## src/seic_pkg.sv

```systemverilog
// seic_pkg: constants and types for the system event interrupt control.
// assumes a single 10 MHz core clock and a 32-bit AHB-Lite register bus.
// Function
// only enabled sources reach the interrupt
// software reads raw or masked view
// seven separate clock and power event sources
// handler must clear the causing source
// clear mask write clears selected events
// check enable runs oscillator loss detector (code holds it off while the power-off setting is set)
// failure response: interrupt or processor reset
// no-crystal setting lowers oscillator power
// power-off setting unpowers oscillator input
// range setting: below or above 10 MHz
// single-ended setting selects one-pin clock input
// six non-maskable status flags kept
// nmi clear mask clears only selected flags
// nmi flags readable as one field
// irq when any raw AND enable bit
package seic_pkg;

   localparam int unsigned EVT_W = 7;
   localparam int unsigned NMI_W = 6;
   localparam int unsigned CFG_W = 7;
   localparam int unsigned AW    = 6;

   // register byte offsets, low address bits
   localparam logic [AW-1:0] OFF_STATUS  = 6'h00;
   localparam logic [AW-1:0] OFF_ENABLE  = 6'h04;
   localparam logic [AW-1:0] OFF_MASKED  = 6'h08;
   localparam logic [AW-1:0] OFF_VIEW    = 6'h0C;
   localparam logic [AW-1:0] OFF_OSC_CFG = 6'h10;
   localparam logic [AW-1:0] OFF_NMI     = 6'h14;

   // oscillator configuration bit positions
   localparam int unsigned CFG_CHECK  = 0;
   localparam int unsigned CFG_IRQSEL = 1;
   localparam int unsigned CFG_NOXTAL = 2;
   localparam int unsigned CFG_PWROFF = 3;
   localparam int unsigned CFG_LOW    = 4;
   localparam int unsigned CFG_HIGH   = 5;
   localparam int unsigned CFG_SE     = 6;

   // event and nmi bit positions
   localparam int unsigned EVT_MAIN_OSCILLATOR_FAIL = 3;
   localparam int unsigned NMI_MAIN_OSCILLATOR      = 0;

   // reset values
   localparam logic [EVT_W-1:0] EVT_RST  = 7'h00;
   localparam logic [NMI_W-1:0] NMI_RST  = 6'h00;
   localparam logic             RANGE_RST = 1'b0;
   localparam logic             VIEW_RST  = 1'b0;
   localparam logic [CFG_W-1:0] CFG_RST   = 7'h00;

   // loss of clock window
   localparam int unsigned CLK_PERIOD_NS = 100;
   localparam int unsigned MISS_TIME_NS  = 1000;
   localparam int unsigned MISS_CYCLES   =
      (MISS_TIME_NS + CLK_PERIOD_NS - 1) / CLK_PERIOD_NS;
   localparam int unsigned MISS_W = 12;

   localparam logic [31:0] ZERO_WORD = 32'h0000_0000;

   typedef enum logic [3:0] {
      SEIC_IDLE  = 4'b0001,
      SEIC_WRITE = 4'b0010,
      SEIC_RWAIT = 4'b0100,
      SEIC_RDONE = 4'b1000
   } seic_bus_e;

endpackage

```

## src/seic_top.sv

```systemverilog
// seic_top: event status, enables, nmi flags, oscillator control, ahb slave.
// assumes hsel decodes the block's window and inputs are core_clk synchronous.
`timescale 1ns/10ps
module seic_top
   import seic_pkg::*;
#(
   parameter int unsigned MISS_LIMIT = MISS_CYCLES
) (
   input  wire logic             core_clk,
   input  wire logic             srst,
   input  wire logic             hsel,
   input  wire logic [31:0]      haddr,
   input  wire logic [1:0]       htrans,
   input  wire logic             hwrite,
   input  wire logic [2:0]       hsize,
   input  wire logic [31:0]      hwdata,
   input  wire logic             hready,
   output logic      [31:0]      hrdata,
   output logic                  hreadyout,
   output logic                  hresp,
   input  wire logic             pll_locked_event,
   input  wire logic             regulator_current_limit_event,
   input  wire logic             internal_osc_fail_event,
   input  wire logic             regulator_droop_event,
   input  wire logic             supply_droop_event,
   input  wire logic             pll_failure_event,
   input  wire logic             main_osc_tick,
   input  wire logic             nmi_tamper_in,
   input  wire logic             nmi_watchdog_zero_in,
   input  wire logic             nmi_watchdog_one_in,
   input  wire logic             nmi_power_in,
   input  wire logic             nmi_pin_in,
   output logic                  sys_irq,
   output logic                  nmi_req,
   output logic                  main_osc_reset_req,
   output logic                  main_osc_power_off,
   output logic                  main_osc_low_power,
   output logic                  main_osc_high_range,
   output logic                  single_ended_clock_select
);

   function automatic logic hit(input logic [AW-1:0] a,
                                input logic [AW-1:0] off);
      hit = (a == off);
   endfunction

   // zero-extend an event-wide field to a bus word
   function automatic logic [31:0] evt_word(input logic [EVT_W-1:0] v);
      evt_word = {{(32-EVT_W){1'b0}}, v};
   endfunction

   seic_bus_e         state_reg;
   seic_bus_e         state_next;
   logic [AW-1:0]     addr_reg;
   logic [31:0]       rdata_reg;
   logic [EVT_W-1:0]  raw_reg;
   logic [EVT_W-1:0]  raw_next;
   logic [EVT_W-1:0]  en_reg;
   logic              view_reg;
   logic [CFG_W-1:0]  cfg_reg;
   logic              range_reg;
   logic              range_next;
   logic [NMI_W-1:0]  nmi_reg;
   logic [NMI_W-1:0]  nmi_next;
   logic [MISS_W-1:0] miss_reg;
   logic [MISS_W-1:0] miss_next;
   logic              lost_reg;
   logic              rst_req_reg;

   // bus decode
   wire logic accept   = hsel & hready & htrans[1];
   wire logic in_write = (state_reg == SEIC_WRITE);
   wire logic wr_stat  = in_write & hit(addr_reg, OFF_STATUS);
   wire logic wr_en    = in_write & hit(addr_reg, OFF_ENABLE);
   wire logic wr_view  = in_write & hit(addr_reg, OFF_VIEW);
   wire logic wr_cfg   = in_write & hit(addr_reg, OFF_OSC_CFG);
   wire logic wr_nmi   = in_write & hit(addr_reg, OFF_NMI);

   // masked view is the raw status gated by the enables
   wire logic [EVT_W-1:0] masked = raw_reg & en_reg;
   wire logic [EVT_W-1:0] view   = view_reg ? masked : raw_reg;

   // oscillator settings decode
   wire logic chk_on  = cfg_reg[CFG_CHECK] & ~cfg_reg[CFG_PWROFF];
   wire logic irq_sel = cfg_reg[CFG_IRQSEL];
   // counter parked at its top means a full window passed with no tick
   wire logic at_limit = (miss_reg == MISS_W'(MISS_LIMIT - 1));
   wire logic miss_hit = chk_on & ~lost_reg & ~main_osc_tick & at_limit;
   wire logic fail_irq = miss_hit & irq_sel;
   wire logic fail_rst = miss_hit & ~irq_sel;

   // event sets
   wire logic [EVT_W-1:0] evt_set = {
      pll_failure_event,
      supply_droop_event,
      regulator_droop_event,
      fail_irq,
      internal_osc_fail_event,
      regulator_current_limit_event,
      pll_locked_event
   };

   wire logic [NMI_W-1:0] nmi_set = {
      nmi_pin_in,
      nmi_power_in,
      nmi_watchdog_one_in,
      nmi_watchdog_zero_in,
      nmi_tamper_in,
      miss_hit
   };

   wire logic [EVT_W-1:0] evt_clr =
      wr_stat ? hwdata[EVT_W-1:0] : EVT_RST;
   wire logic [NMI_W-1:0] nmi_clr =
      wr_nmi ? hwdata[NMI_W-1:0] : NMI_RST;

   // set beats clear so an event in the clear cycle survives
   assign raw_next = (raw_reg & ~evt_clr) | evt_set;
   assign nmi_next = (nmi_reg & ~nmi_clr) | nmi_set;

   // range: high bit wins if both written as one
   always_comb begin
      range_next = range_reg;
      if (wr_cfg & hwdata[CFG_HIGH]) begin
         range_next = 1'b1;
      end else if (wr_cfg & hwdata[CFG_LOW]) begin
         range_next = 1'b0;
      end
   end

   // loss detector counts cycles since the last oscillator tick
   always_comb begin
      miss_next = miss_reg;
      if (~chk_on | main_osc_tick) begin
         miss_next = '0;
      end else if (~at_limit) begin
         miss_next = miss_reg + MISS_W'(1);
      end
   end

   // read mux
   wire logic [31:0] rd_stat = evt_word(view);
   wire logic [31:0] rd_en   = evt_word(en_reg);
   wire logic [31:0] rd_mask = evt_word(masked);
   wire logic [31:0] rd_view = {{31{1'b0}}, view_reg};
   wire logic [31:0] rd_nmi  = {{(32-NMI_W){1'b0}}, nmi_reg};
   wire logic [CFG_W-1:0] cfg_view = {
      cfg_reg[CFG_SE],
      range_reg,
      ~range_reg,
      cfg_reg[CFG_PWROFF:CFG_CHECK]
   };
   wire logic [31:0] rd_cfg  = {{(32-CFG_W){1'b0}}, cfg_view};
   wire logic [31:0] rd_word =
      hit(addr_reg, OFF_STATUS)  ? rd_stat :
      hit(addr_reg, OFF_ENABLE)  ? rd_en   :
      hit(addr_reg, OFF_MASKED)  ? rd_mask :
      hit(addr_reg, OFF_VIEW)    ? rd_view :
      hit(addr_reg, OFF_OSC_CFG) ? rd_cfg  :
      hit(addr_reg, OFF_NMI)     ? rd_nmi  : ZERO_WORD;

   // bus sequencing; reads take one wait state so hrdata is a flop
   always_comb begin
      state_next = SEIC_IDLE;
      unique case (state_reg)
         SEIC_RWAIT: begin
            state_next = SEIC_RDONE;
         end
         SEIC_IDLE, SEIC_WRITE, SEIC_RDONE: begin
            if (accept) begin
               state_next = hwrite ? SEIC_WRITE : SEIC_RWAIT;
            end
         end
         default: begin
            state_next = SEIC_IDLE;
         end
      endcase
   end

   always_ff @(posedge core_clk) begin
      if (srst) begin
         state_reg <= SEIC_IDLE;
         addr_reg  <= '0;
         rdata_reg <= ZERO_WORD;
      end else begin
         state_reg <= state_next;
         if (accept & (state_reg != SEIC_RWAIT)) begin
            addr_reg <= haddr[AW-1:0];
         end
         if (state_reg == SEIC_RWAIT) begin
            rdata_reg <= rd_word;
         end
      end
   end

   always_ff @(posedge core_clk) begin
      if (srst) begin
         raw_reg  <= EVT_RST;
         nmi_reg  <= NMI_RST;
      end else begin
         raw_reg  <= raw_next;
         nmi_reg  <= nmi_next;
      end
   end

   always_ff @(posedge core_clk) begin
      if (srst) begin
         en_reg   <= EVT_RST;
         view_reg <= VIEW_RST;
      end else begin
         if (wr_en) begin
            en_reg <= hwdata[EVT_W-1:0];
         end
         if (wr_view) begin
            view_reg <= hwdata[0];
         end
      end
   end

   always_ff @(posedge core_clk) begin
      if (srst) begin
         cfg_reg   <= CFG_RST;
         range_reg <= RANGE_RST;
      end else begin
         range_reg <= range_next;
         if (wr_cfg) begin
            cfg_reg <= hwdata[CFG_W-1:0];
         end
      end
   end

   // lost flag stops repeated reports until the clock comes back
   always_ff @(posedge core_clk) begin
      if (srst) begin
         miss_reg    <= '0;
         lost_reg    <= 1'b0;
         rst_req_reg <= 1'b0;
      end else begin
         miss_reg    <= miss_next;
         rst_req_reg <= fail_rst;
         if (~chk_on | main_osc_tick) begin
            lost_reg <= 1'b0;
         end else if (miss_hit) begin
            lost_reg <= 1'b1;
         end
      end
   end

   assign hrdata    = rdata_reg;
   assign hreadyout = (state_reg != SEIC_RWAIT);
   assign hresp     = 1'b0;

   assign sys_irq = |masked;
   assign nmi_req = |nmi_reg;
   assign main_osc_reset_req = rst_req_reg;

   // oscillator analog controls straight from the settings
   assign main_osc_power_off  = cfg_reg[CFG_PWROFF];
   assign main_osc_low_power  = cfg_reg[CFG_NOXTAL];
   assign main_osc_high_range = range_reg;
   assign single_ended_clock_select = cfg_reg[CFG_SE];

   // hsize is unused: every register is a whole word
   wire logic unused_ok = &{1'b0, hsize, haddr[31:AW], htrans[0]};

endmodule

```

## config.mk

```make
export PLATFORM = sky130hd
export DESIGN_NAME = seic_top
export DESIGN_NICKNAME = d
export VERILOG_FILES = /design/src/seic_pkg.sv /design/src/seic_top.sv
export SDC_FILE = /design/constraint.sdc
export NUM_CORES = 1
export LEC_CHECK = 0
export BUFFER_PORTS_ARGS = -buffer_cell sky130_fd_sc_hd__buf_2
export CORE_MARGIN = 10
export CORE_UTILIZATION = 40
export DETAILED_ROUTE_END_ITERATION = 16
export PLACE_DENSITY = 0.69
export SLEW_MARGIN = 20
export SYNTH_ARGS = -nofsm -noshare
export SYNTH_HDL_FRONTEND = slang
export SYNTH_SLANG_ARGS = --single-unit
```

## constraint.sdc

```tcl
create_clock -name core_clk -period 1.9 [get_ports core_clk]
set_input_delay 0.285 -clock core_clk [delete_from_list [all_inputs] [get_ports core_clk]]
set_output_delay 0.285 -clock core_clk [all_outputs]
set_load 0.1 [all_outputs]
```

==> impl_metrics.yaml, run 1 <==
status:
  status: "finished clean"
detailed_routing:
  wl_um: 8190
  drt_iter0_drc: 128
  wl_met3_um: 568
  first_pass_iters: 4
  met1_length_um: 3440
  antenna_left: 0
  post-route-drc-count: 0
  wl_per_cell_um: 15.8
  vias_per_cell: 5.15
  routed.top_layer: "met4"
  wl_met2_um: 4080
  vias: 2668
finish:
  multi_input_area_um2: 1560
  antennaDiodeCount: 0
  fillers: 756
  largest_reg_flops: 12
  seqCellArea_um2: 1160
  area_growth_syn_to_layout_pct: 17.6
  num-nets-final: 502
  drive_gt1_share_pct: 18.9
setup_path:
  endpoint: "hreadyout"
  rrSetupSlack_ns: 0.19
  worstSetupEndpointType: "primary output"
  critPathMaxFanout: 11
  crit_cells: 3
  crit_path_start: "state_reg[0]"
  slowest_delay_ns: 0.37
  crit_path_start_kind: "register"
  regToRegEndpoint: "hrdata[1]"
  reg2reg_depth: 4
  slowest_stage: "dfxtp_1"
  criticalPathCategory: "reg2out"
  crit_family: "buffers and inverters"
  r2r_start: "addr_reg[5]"
  worstPathCellList: "nor4b_4 -> inv_1 -> buf_4"
  crit_required_ns: 1.62
  arrival_ns: 1.52
  crit_buf_inv: 2
clocking:
  cts_max_level: 3
  cts_tree: "yes"
  cts_made_buffers: 9
  cts-root-buf: "clkbuf_8"
  clockBufferDepth: 2
  cts.hold.buffers_added: 0
  clkTransAtPathRegs_ns: 0.07
  cts.sinks: 58
  clock_latency_ns: 0.34
sta:
  hold_ws_ns: 0.111
  drv_slew: 0
  max_freq_ghz: 0.554
  fin_skew_ns: 0.00859
  fin_crit_sh_pct: 95.0
  finalSetupViolCount: 0
  finalHoldViolations: 0
  finalCriticalPeriod_ns: 1.80
  finalSetupTns_ns: 0
  rsz0062_at_grt: "false"
worst_hold_path:
  hp-class: "in2reg"
yosys:
  async_flop_share_pct: 0
  seq_area_frac_synth_pct: 39.3
  synthAdderAreaFrac_pct: 0.846
  syn_area_per_cell_um2: 8.19
  ys_ff_latch: 58
  synthMuxAreaShare_pct: 3.72
  synth_simple_gate_area_share_pct: 24.1
  synthDistinctLibCells: 53
  synth_area_um2: 2960
  synth_top_family_by_area: "simple AND/OR/NAND/NOR gates"
  synth-edff-count: 0
  ys_warn_count: 0
  ys.flop_type: "dfxtp_1"
  yosys.area_share.xor_xnor_pct: 2.66
  synthCells: 361
  synth-compound-area-share_pct: 18.0
floorplanning:
  die_h_um: 106
  row_count: 31
  initial_utilization_pct: 41.0
  pin_count: 127
  die_area_um2: 11200
  core_um2: 7210
  die_width_um: 106
global_route:
  grt_pass1_vias: 2633
  overflow: 0
  grt_max_degree: 24
  antenna_found_initial: 0
  grt_pass1_wl_um: 13100
  grt_use_total_pct: 14.2
placement:
  port_buffers: 45
  place.gp.congestion: 0.951
  dpl.hpwl_um: 6240
power:
  p_leak_nw: 1.38
  power_density_nw_per_um2: 849
  peakVddDrop_mv: 0.342
job:
  max_cap_violations: 0
==> worst min path at each step <==
stage	endpoint	cells after the start	slack [ns]	startpoint
after detailed placement	lost_reg	2	0.44	lost_reg
after floorplan	state_reg[2]	1	0.36	hwrite
after global placement	lost_reg	2	0.43	lost_reg
after CTS	state_reg[2]	2	0.1	hwrite
final	state_reg[2]	2	0.11	hwrite
after global routing	state_reg[2]	2	0.10	hwrite
==> report_power, final <==
group          internal [W]  total, W  switching (W)
sequential          0.00124   0.00127      0.0000271
combinational     0.0000807  0.000427       0.000346
clock              0.000770   0.00126       0.000492
==> layout by cell type, fill, tap and decap left out, types with 6 or more instances in the layout <==
| cell type | count |
|---|---|
| conb_1 | 26 |
| o21ai_0 | 24 |
| dfxtp_1 | 58 |
| buf_2 | 43 |
| mux2i_1 | 11 |
| nand2b_1 | 6 |
| a21oi_1 | 30 |
| nor2_1 | 33 |
| nand4_1 | 13 |
| clkbuf_8 | 10 |
| xnor2_1 | 6 |
| nand3_1 | 13 |
| nand2_1 | 30 |
| buf_4 | 13 |
| inv_1 | 21 |
| nor3_1 | 9 |
==> layout make-up <==
type	count	share of cell area (%)
clock buffers	11	4.06
repair buffers	58	9.78
clock inverters	5	2.23
flip-flops and latches	58	33.4
well taps	99	3.56
inverters	21	2.27
multi-input cells	266	44.7
==> metal layers <==
metal	GRT usage [%]	vias up
met5	0	-
met1	16.4	1239
met4	4.84	0
met3	5.19	11
li1	-	1331
met2	23.8	87
==> Yosys cell counts (all sizes together) (3+ instances only) <==
cell | number | area share, %
a21oi | 30 | 5.1
nand4 | 13 | 2.7
nor4 | 3 | 0.85
xnor2 | 6 | 1.8
nor2 | 33 | 4.2
inv | 21 | 2.7
nand3 | 14 | 2.5
o22ai | 4 | 0.85
or3 | 3 | 0.63
o31a | 3 | 0.89
mux2i | 11 | 3.7
nand2b | 6 | 1.3
nor4b | 5 | 2.5
o21ai | 25 | 4.2
or4 | 3 | 0.89
nand2 | 30 | 3.8
nand3b | 4 | 1.0
xor2 | 3 | 0.89
buf | 29 | 7.1
a211oi | 3 | 0.76
nor3 | 9 | 1.5
o221ai | 3 | 0.89
clkbuf | 12 | 1.5
dfxtp | 58 | 39
==> repair_timing <==
action	in CTS	in global routing
gates resized for setup	1	1
buffers inserted	0	0
pin swaps	0	0
setup endpoints to repair	1	1
endpoints found under the hold margin	0	0
==> through the flow <==
step	utilization (%)	setup WS [ns]	total power (W)	cell area, um2	instances
after floorplan	-	0.0346	0.00166	3050	386
after CTS	48.2	0.0468	0.00297	3480	518
after detailed placement	45.1	0.225	0.00171	3260	502
after global routing	48.2	0.00400	0.00306	3480	518
after global placement	45.1	0.248	0.00171	3260	502
final	48.2	0.0950	0.00295	3480	518
==> cell families (layout without fill, tap and decap cells) <==
family                     count (synthesis)  count (layout)
AOI/OAI and AO/OA                         86              86
xor gates and xnor gates                   9               9
adders and majority gates                  2               2
buffers and inverters                     62              95
DFF                                       58              58
muxes                                     11              11
other                                      1              26
and+or+nand+nor                          132             132
Power figures use the tool's default switching activity.
==> inputs of run 2 (changes only) <==
RECOVER_POWER = 25   (was not set)
==> run 2 against run 1 <==
Effect of this change: count of clock-buffer cells in the layout stayed put; first-iteration DRC count stayed put; final area is 0.18% lower; routed wire length is 0.23% lower; hold slack hardly changed; clock skew hardly changed; combinational power hardly changed.
==> impl_metrics.yaml, run 2 (same netlist as run 1, synthesis figures left out) <==
sta:
  drv_slew: 0
  finalCriticalPeriod_ns: 1.80
  fin_crit_sh_pct: 94.8
  rsz0062_at_grt: "false"
  finalSetupTns_ns: 0
  max_freq_ghz: 0.555
  worst-slew-pin-transition_ns: 0.546
  finalHoldViolations: 0
  fin_skew_ns: 0.00897
  hold_ws_ns: 0.111
  relSlewSlack_pct: 63.7
  finalSetupViolCount: 0
power:
  intPower_w: 0.00209
  peakVddDrop_mv: 0.342
  clkPwrFrac_pct: 42.7
  p_sw_share_pct: 29.3
  p_leak_nw: 1.37
  pwr-share-comb_pct: 14.5
  seqPwrFrac_pct: 42.8
  power_density_nw_per_um2: 850
  p_sw_w: 0.000865
  p_total_w: 0.00295
global_route:
  grt_pass1_wl_um: 13100
  grt_max_degree: 24
  overflow: 0
  antenna_found_initial: 0
  grt_use_total_pct: 14.2
  grt_pass1_vias: 2633
clocking:
  cts_setup_buffers: 0
  cts-root-buf: "clkbuf_8"
  cts_tree: "yes"
  clock_latency_ns: 0.34
  cts.sinks: 58
  clockBufferDepth: 2
  cts_made_buffers: 9
  clkTransAtPathRegs_ns: 0.06
  cts_max_level: 3
floorplanning:
  die_h_um: 106
  core_um2: 7210
  row_count: 31
  die_area_um2: 11200
  initial_utilization_pct: 41.0
  die_width_um: 106
  pin_count: 127
finish:
  layout_common_cells: "dfxtp_1, buf_2, nor2_1"
  final_common_cell: "dfxtp_1"
  largest_reg_flops: 12
  final_core_util_pct: 48.1
  drive_gt1_share_pct: 18.6
  area_growth_syn_to_layout_pct: 17.4
  antennaDiodeCount: 0
  fin_area_um2: 3470
  num-nets-final: 502
status:
  status: "finished clean"
setup_path:
  regToRegEndpoint: "hrdata[1]"
  reg2reg_depth: 4
  rrSetupSlack_ns: 0.19
  arrival_ns: 1.52
  crit_path_start: "state_reg[0]"
  crit_required_ns: 1.62
  criticalPathCategory: "reg2out"
  worstPathCellList: "nor4b_4 -> inv_1 -> buf_4"
  slowest_delay_ns: 0.37
  r2r_start: "addr_reg[5]"
  slowest_stage: "dfxtp_1"
  worstSetupEndpointType: "primary output"
  critPathMaxFanout: 11
  endpoint: "hreadyout"
  crit_path_start_kind: "register"
detailed_routing:
  vias: 2685
  wl_per_cell_um: 15.8
  vias_per_cell: 5.18
  post-route-drc-count: 0
  drt_iter0_drc: 128
  antenna_left: 0
  wl_um: 8170
  first_pass_iters: 4
placement:
  port_buffers: 45
  placed_area_um2: 3260
  dpl.hpwl_um: 6240
  place.gp.congestion: 0.951
job:
  max_cap_violations: 0
worst_hold_path:
  hp-class: "in2reg"
==> run 2: changes by cell type in the layout (fill, tap and decap cells not counted) <==
cell      previous run  this run
clkbuf_2             0         9
buf_2               43        35
buf_4               13        11
clkbuf_1             1         2
==> run 2: power groups by stage <==
stage / combinational (W) / sequential (W) / clock (W)
after floorplan: 0.000376 / 0.00128 / 0
after global placement: 0.000418 / 0.00129 / 0
after detailed placement: 0.000422 / 0.00129 / 0
after CTS: 0.000423 / 0.00126 / 0.00128
after global routing: 0.000447 / 0.00127 / 0.00134
final: 0.000427 / 0.00127 / 0.00126
==> run 2: per-layer routing <==
layer / vias to the layer above / global-route usage, % / wire (um)
met5: - / 0 / 0
met4: 0 / 4.84 / 146
met3: 17 / 5.19 / 560
met2: 89 / 23.8 / 4030
met1: 1246 / 16.4 / 3430
li1: 1333 / - / -
==> run 2: worst max-delay path, delay by kind of cell (launching register included) <==
| family | cells | cell delay, ns |
|---|---|---|
| buffers and inverters | 2 | 0.50 |
| DFF | 1 | 0.37 |
| and+or+nand+nor | 1 | 0.31 |
==> run 2: final cells by class <==
class / instances / area [um2]
fillers: 757 / 3740
well taps: 99 / 124
flip-flops and latches: 58 / 1160
repair buffers: 58 / 334
inverters: 21 / 78.8
multi-input cells: 266 / 1560
clock inverters: 5 / 77.6
clock buffers: 11 / 141
==> run 2: timing repair <==
action,4_1_cts,5_1_grt
hold buffers,0,0
setup endpoints to repair,1,1
resized for setup,1,1
==> run 2: how the worst min path moves through the flow <==
stage / from / endpoint / cells after the start
after detailed placement: lost_reg / lost_reg / 2
after global placement: lost_reg / lost_reg / 2
final: hwrite / state_reg[2] / 2
after global routing: hwrite / state_reg[2] / 2
after CTS: hwrite / state_reg[2] / 2
after floorplan: hwrite / state_reg[2] / 1
==> run 2: per-stage QoR <==
step | std cells | setup WS [ns]
after floorplan | 386 | 0.0346
after global placement | 502 | 0.248
after detailed placement | 502 | 0.225
after CTS | 518 | 0.0468
after global routing | 518 | 0.00798
final | 518 | 0.0994
==> inputs of run 3 (changes only) <==
CORE_UTILIZATION = 48   (was 40)
HOLD_SLACK_MARGIN = 0.15   (was not set)
PLACE_DENSITY = 0.81   (was 0.69)
==> run 3 against run 2 <==
Effect of this change: register-to-register slack about the same; die area decreased by 14%; clock power is 8% lower; first-iteration DRC count grew 30%; global-route usage rose by 1.7 points; sequential share of layout area increased by 0.28 points; highest routed layer unchanged.
==> impl_metrics.yaml, run 3 (same netlist as run 1, synthesis figures left out) <==
setup_path:
  rrSetupSlack_ns: 0.20
  criticalPathCategory: "reg2out"
  slowest_stage: "dfxtp_1"
  worstPathCellList: "nor4b_4 -> inv_1 -> buf_4"
  crit_path_start_kind: "register"
  critPathMaxFanout: 11
  arrival_ns: 1.51
  worstSetupEndpointType: "primary output"
  slowest_delay_ns: 0.48
  crit_required_ns: 1.62
detailed_routing:
  first_pass_iters: 5
  antenna_left: 0
  wl_per_cell_um: 15.9
  drt_iter0_drc: 167
  wl_um: 7880
  post-route-drc-count: 0
  vias_per_cell: 5.55
  vias: 2746
clocking:
  clock_latency_ns: 0.34
  cts-root-buf: "clkbuf_8"
  cts.sinks: 58
  clkTransAtPathRegs_ns: 0.06
  cts_setup_buffers: 0
  clockBufferDepth: 2
  cts_made_buffers: 9
  cts_tree: "yes"
  cts_max_level: 3
floorplanning:
  die_width_um: 98.5
  core_um2: 5960
  row_count: 28
  pin_count: 127
  die_h_um: 98.5
  initial_utilization_pct: 49.7
  die_area_um2: 9700
power:
  pwr-share-comb_pct: 15.0
  p_sw_share_pct: 29.0
  p_leak_nw: 1.37
  p_sw_w: 0.000829
  seqPwrFrac_pct: 44.3
  power_density_nw_per_um2: 829
  clkPwrFrac_pct: 40.7
  peakVddDrop_mv: 0.514
  intPower_w: 0.00203
  p_total_w: 0.00285
job:
  max_cap_violations: 0
sta:
  finalSetupTns_ns: 0
  hold_ws_ns: 0.165
  relSlewSlack_pct: 63.7
  finalHoldViolations: 0
  fin_skew_ns: 0.00935
  max_freq_ghz: 0.556
  finalSetupViolCount: 0
  fin_crit_sh_pct: 94.6
  finalCriticalPeriod_ns: 1.80
  rsz0062_at_grt: "false"
  worst-slew-pin-transition_ns: 0.547
  drv_slew: 0
  setup_slack_ns: 0.103
worst_hold_path:
  hp-class: "in2reg"
global_route:
  grt_pass1_vias: 2713
  grt_pass1_wl_um: 13000
  grt_use_total_pct: 15.9
  grt_max_degree: 29
  antenna_found_initial: 0
  overflow: 0
finish:
  num-nets-final: 504
  area_growth_syn_to_layout_pct: 16.5
  largest_reg_flops: 12
  layout_common_cells: "dfxtp_1, nor2_1, buf_2"
  stdcell_count: 495
  antennaDiodeCount: 0
  drive_gt1_share_pct: 18.1
  final_common_cell: "dfxtp_1"
placement:
  place_ws_ns: 0.221
  dp_cells: 478
  port_buffers: 45
  dpl.hpwl_um: 6010
  place.gp.congestion: 0.925
status:
  status: "finished clean"
==> run 3: power by group through the flow <==
stage,logic (W),clock network (W),registers (W)
3_5_place_dp,0.000418,0,0.00129
5_1_grt,0.000449,0.00124,0.00127
6_report,0.000428,0.00116,0.00126
3_3_place_gp,0.000415,0,0.00129
4_1_cts,0.000422,0.00118,0.00126
2_1_floorplan,0.000376,0,0.00128
==> run 3: what timing repair did <==
item / in CTS / in global routing
pin swaps: 0 / 0
hold buffers: 2 / 0
endpoints found under the hold margin: 2 / 0
setup endpoints to repair: 1 / 1
resized for setup: 1 / 1
==> run 3: worst max-delay path, delay by kind of cell, from the launching register on <==
kind / cells / cell delay (ns)
buffers and inverters: 2 / 0.63
AND/OR/NAND/NOR: 1 / 0.08
flip-flops: 1 / 0.48
==> run 3: final cells by class <==
| type | instances | area, um2 |
|---|---|---|
| Inverter | 21 | 78.8 |
| Sequential cell | 58 | 1160 |
| Fill cell | 567 | 2510 |
| Timing Repair Buffer | 60 | 350 |
| Clock inverter | 2 | 35.0 |
| Tap cell | 75 | 93.8 |
| Clock buffer | 13 | 169 |
| Multi-Input combinational cell | 266 | 1560 |
==> run 3: worst paths after layout <==
check,start,end,cells past startpoint
worst min register to register,lost_reg,lost_reg,2
worst max-delay path,state_reg[3],hreadyout,3
worst min-delay path,regulator_droop_event,raw_reg[4],3
worst max register to register,addr_reg[5],hrdata[1],4
==> run 3: through the flow <==
stage	util, %	area (um2)
2_1_floorplan	-	3050
3_3_place_gp	54.2	3230
3_5_place_dp	54.2	3230
4_1_cts	58.0	3450
5_1_grt	57.8	3440
6_report	57.8	3440
==> run 3: layer usage <==
layer / up-vias / wire [um] / global-route usage, % / part of all wire, %
met4: 0 / 131 / 4.63 / 1.7
met3: 15 / 671 / 6.63 / 8.5
li1: 1333 / - / - / -
met1: 1267 / 3150 / 17.7 / 40
met2: 131 / 3930 / 27.1 / 50
met5: - / 0 / 0 / 0
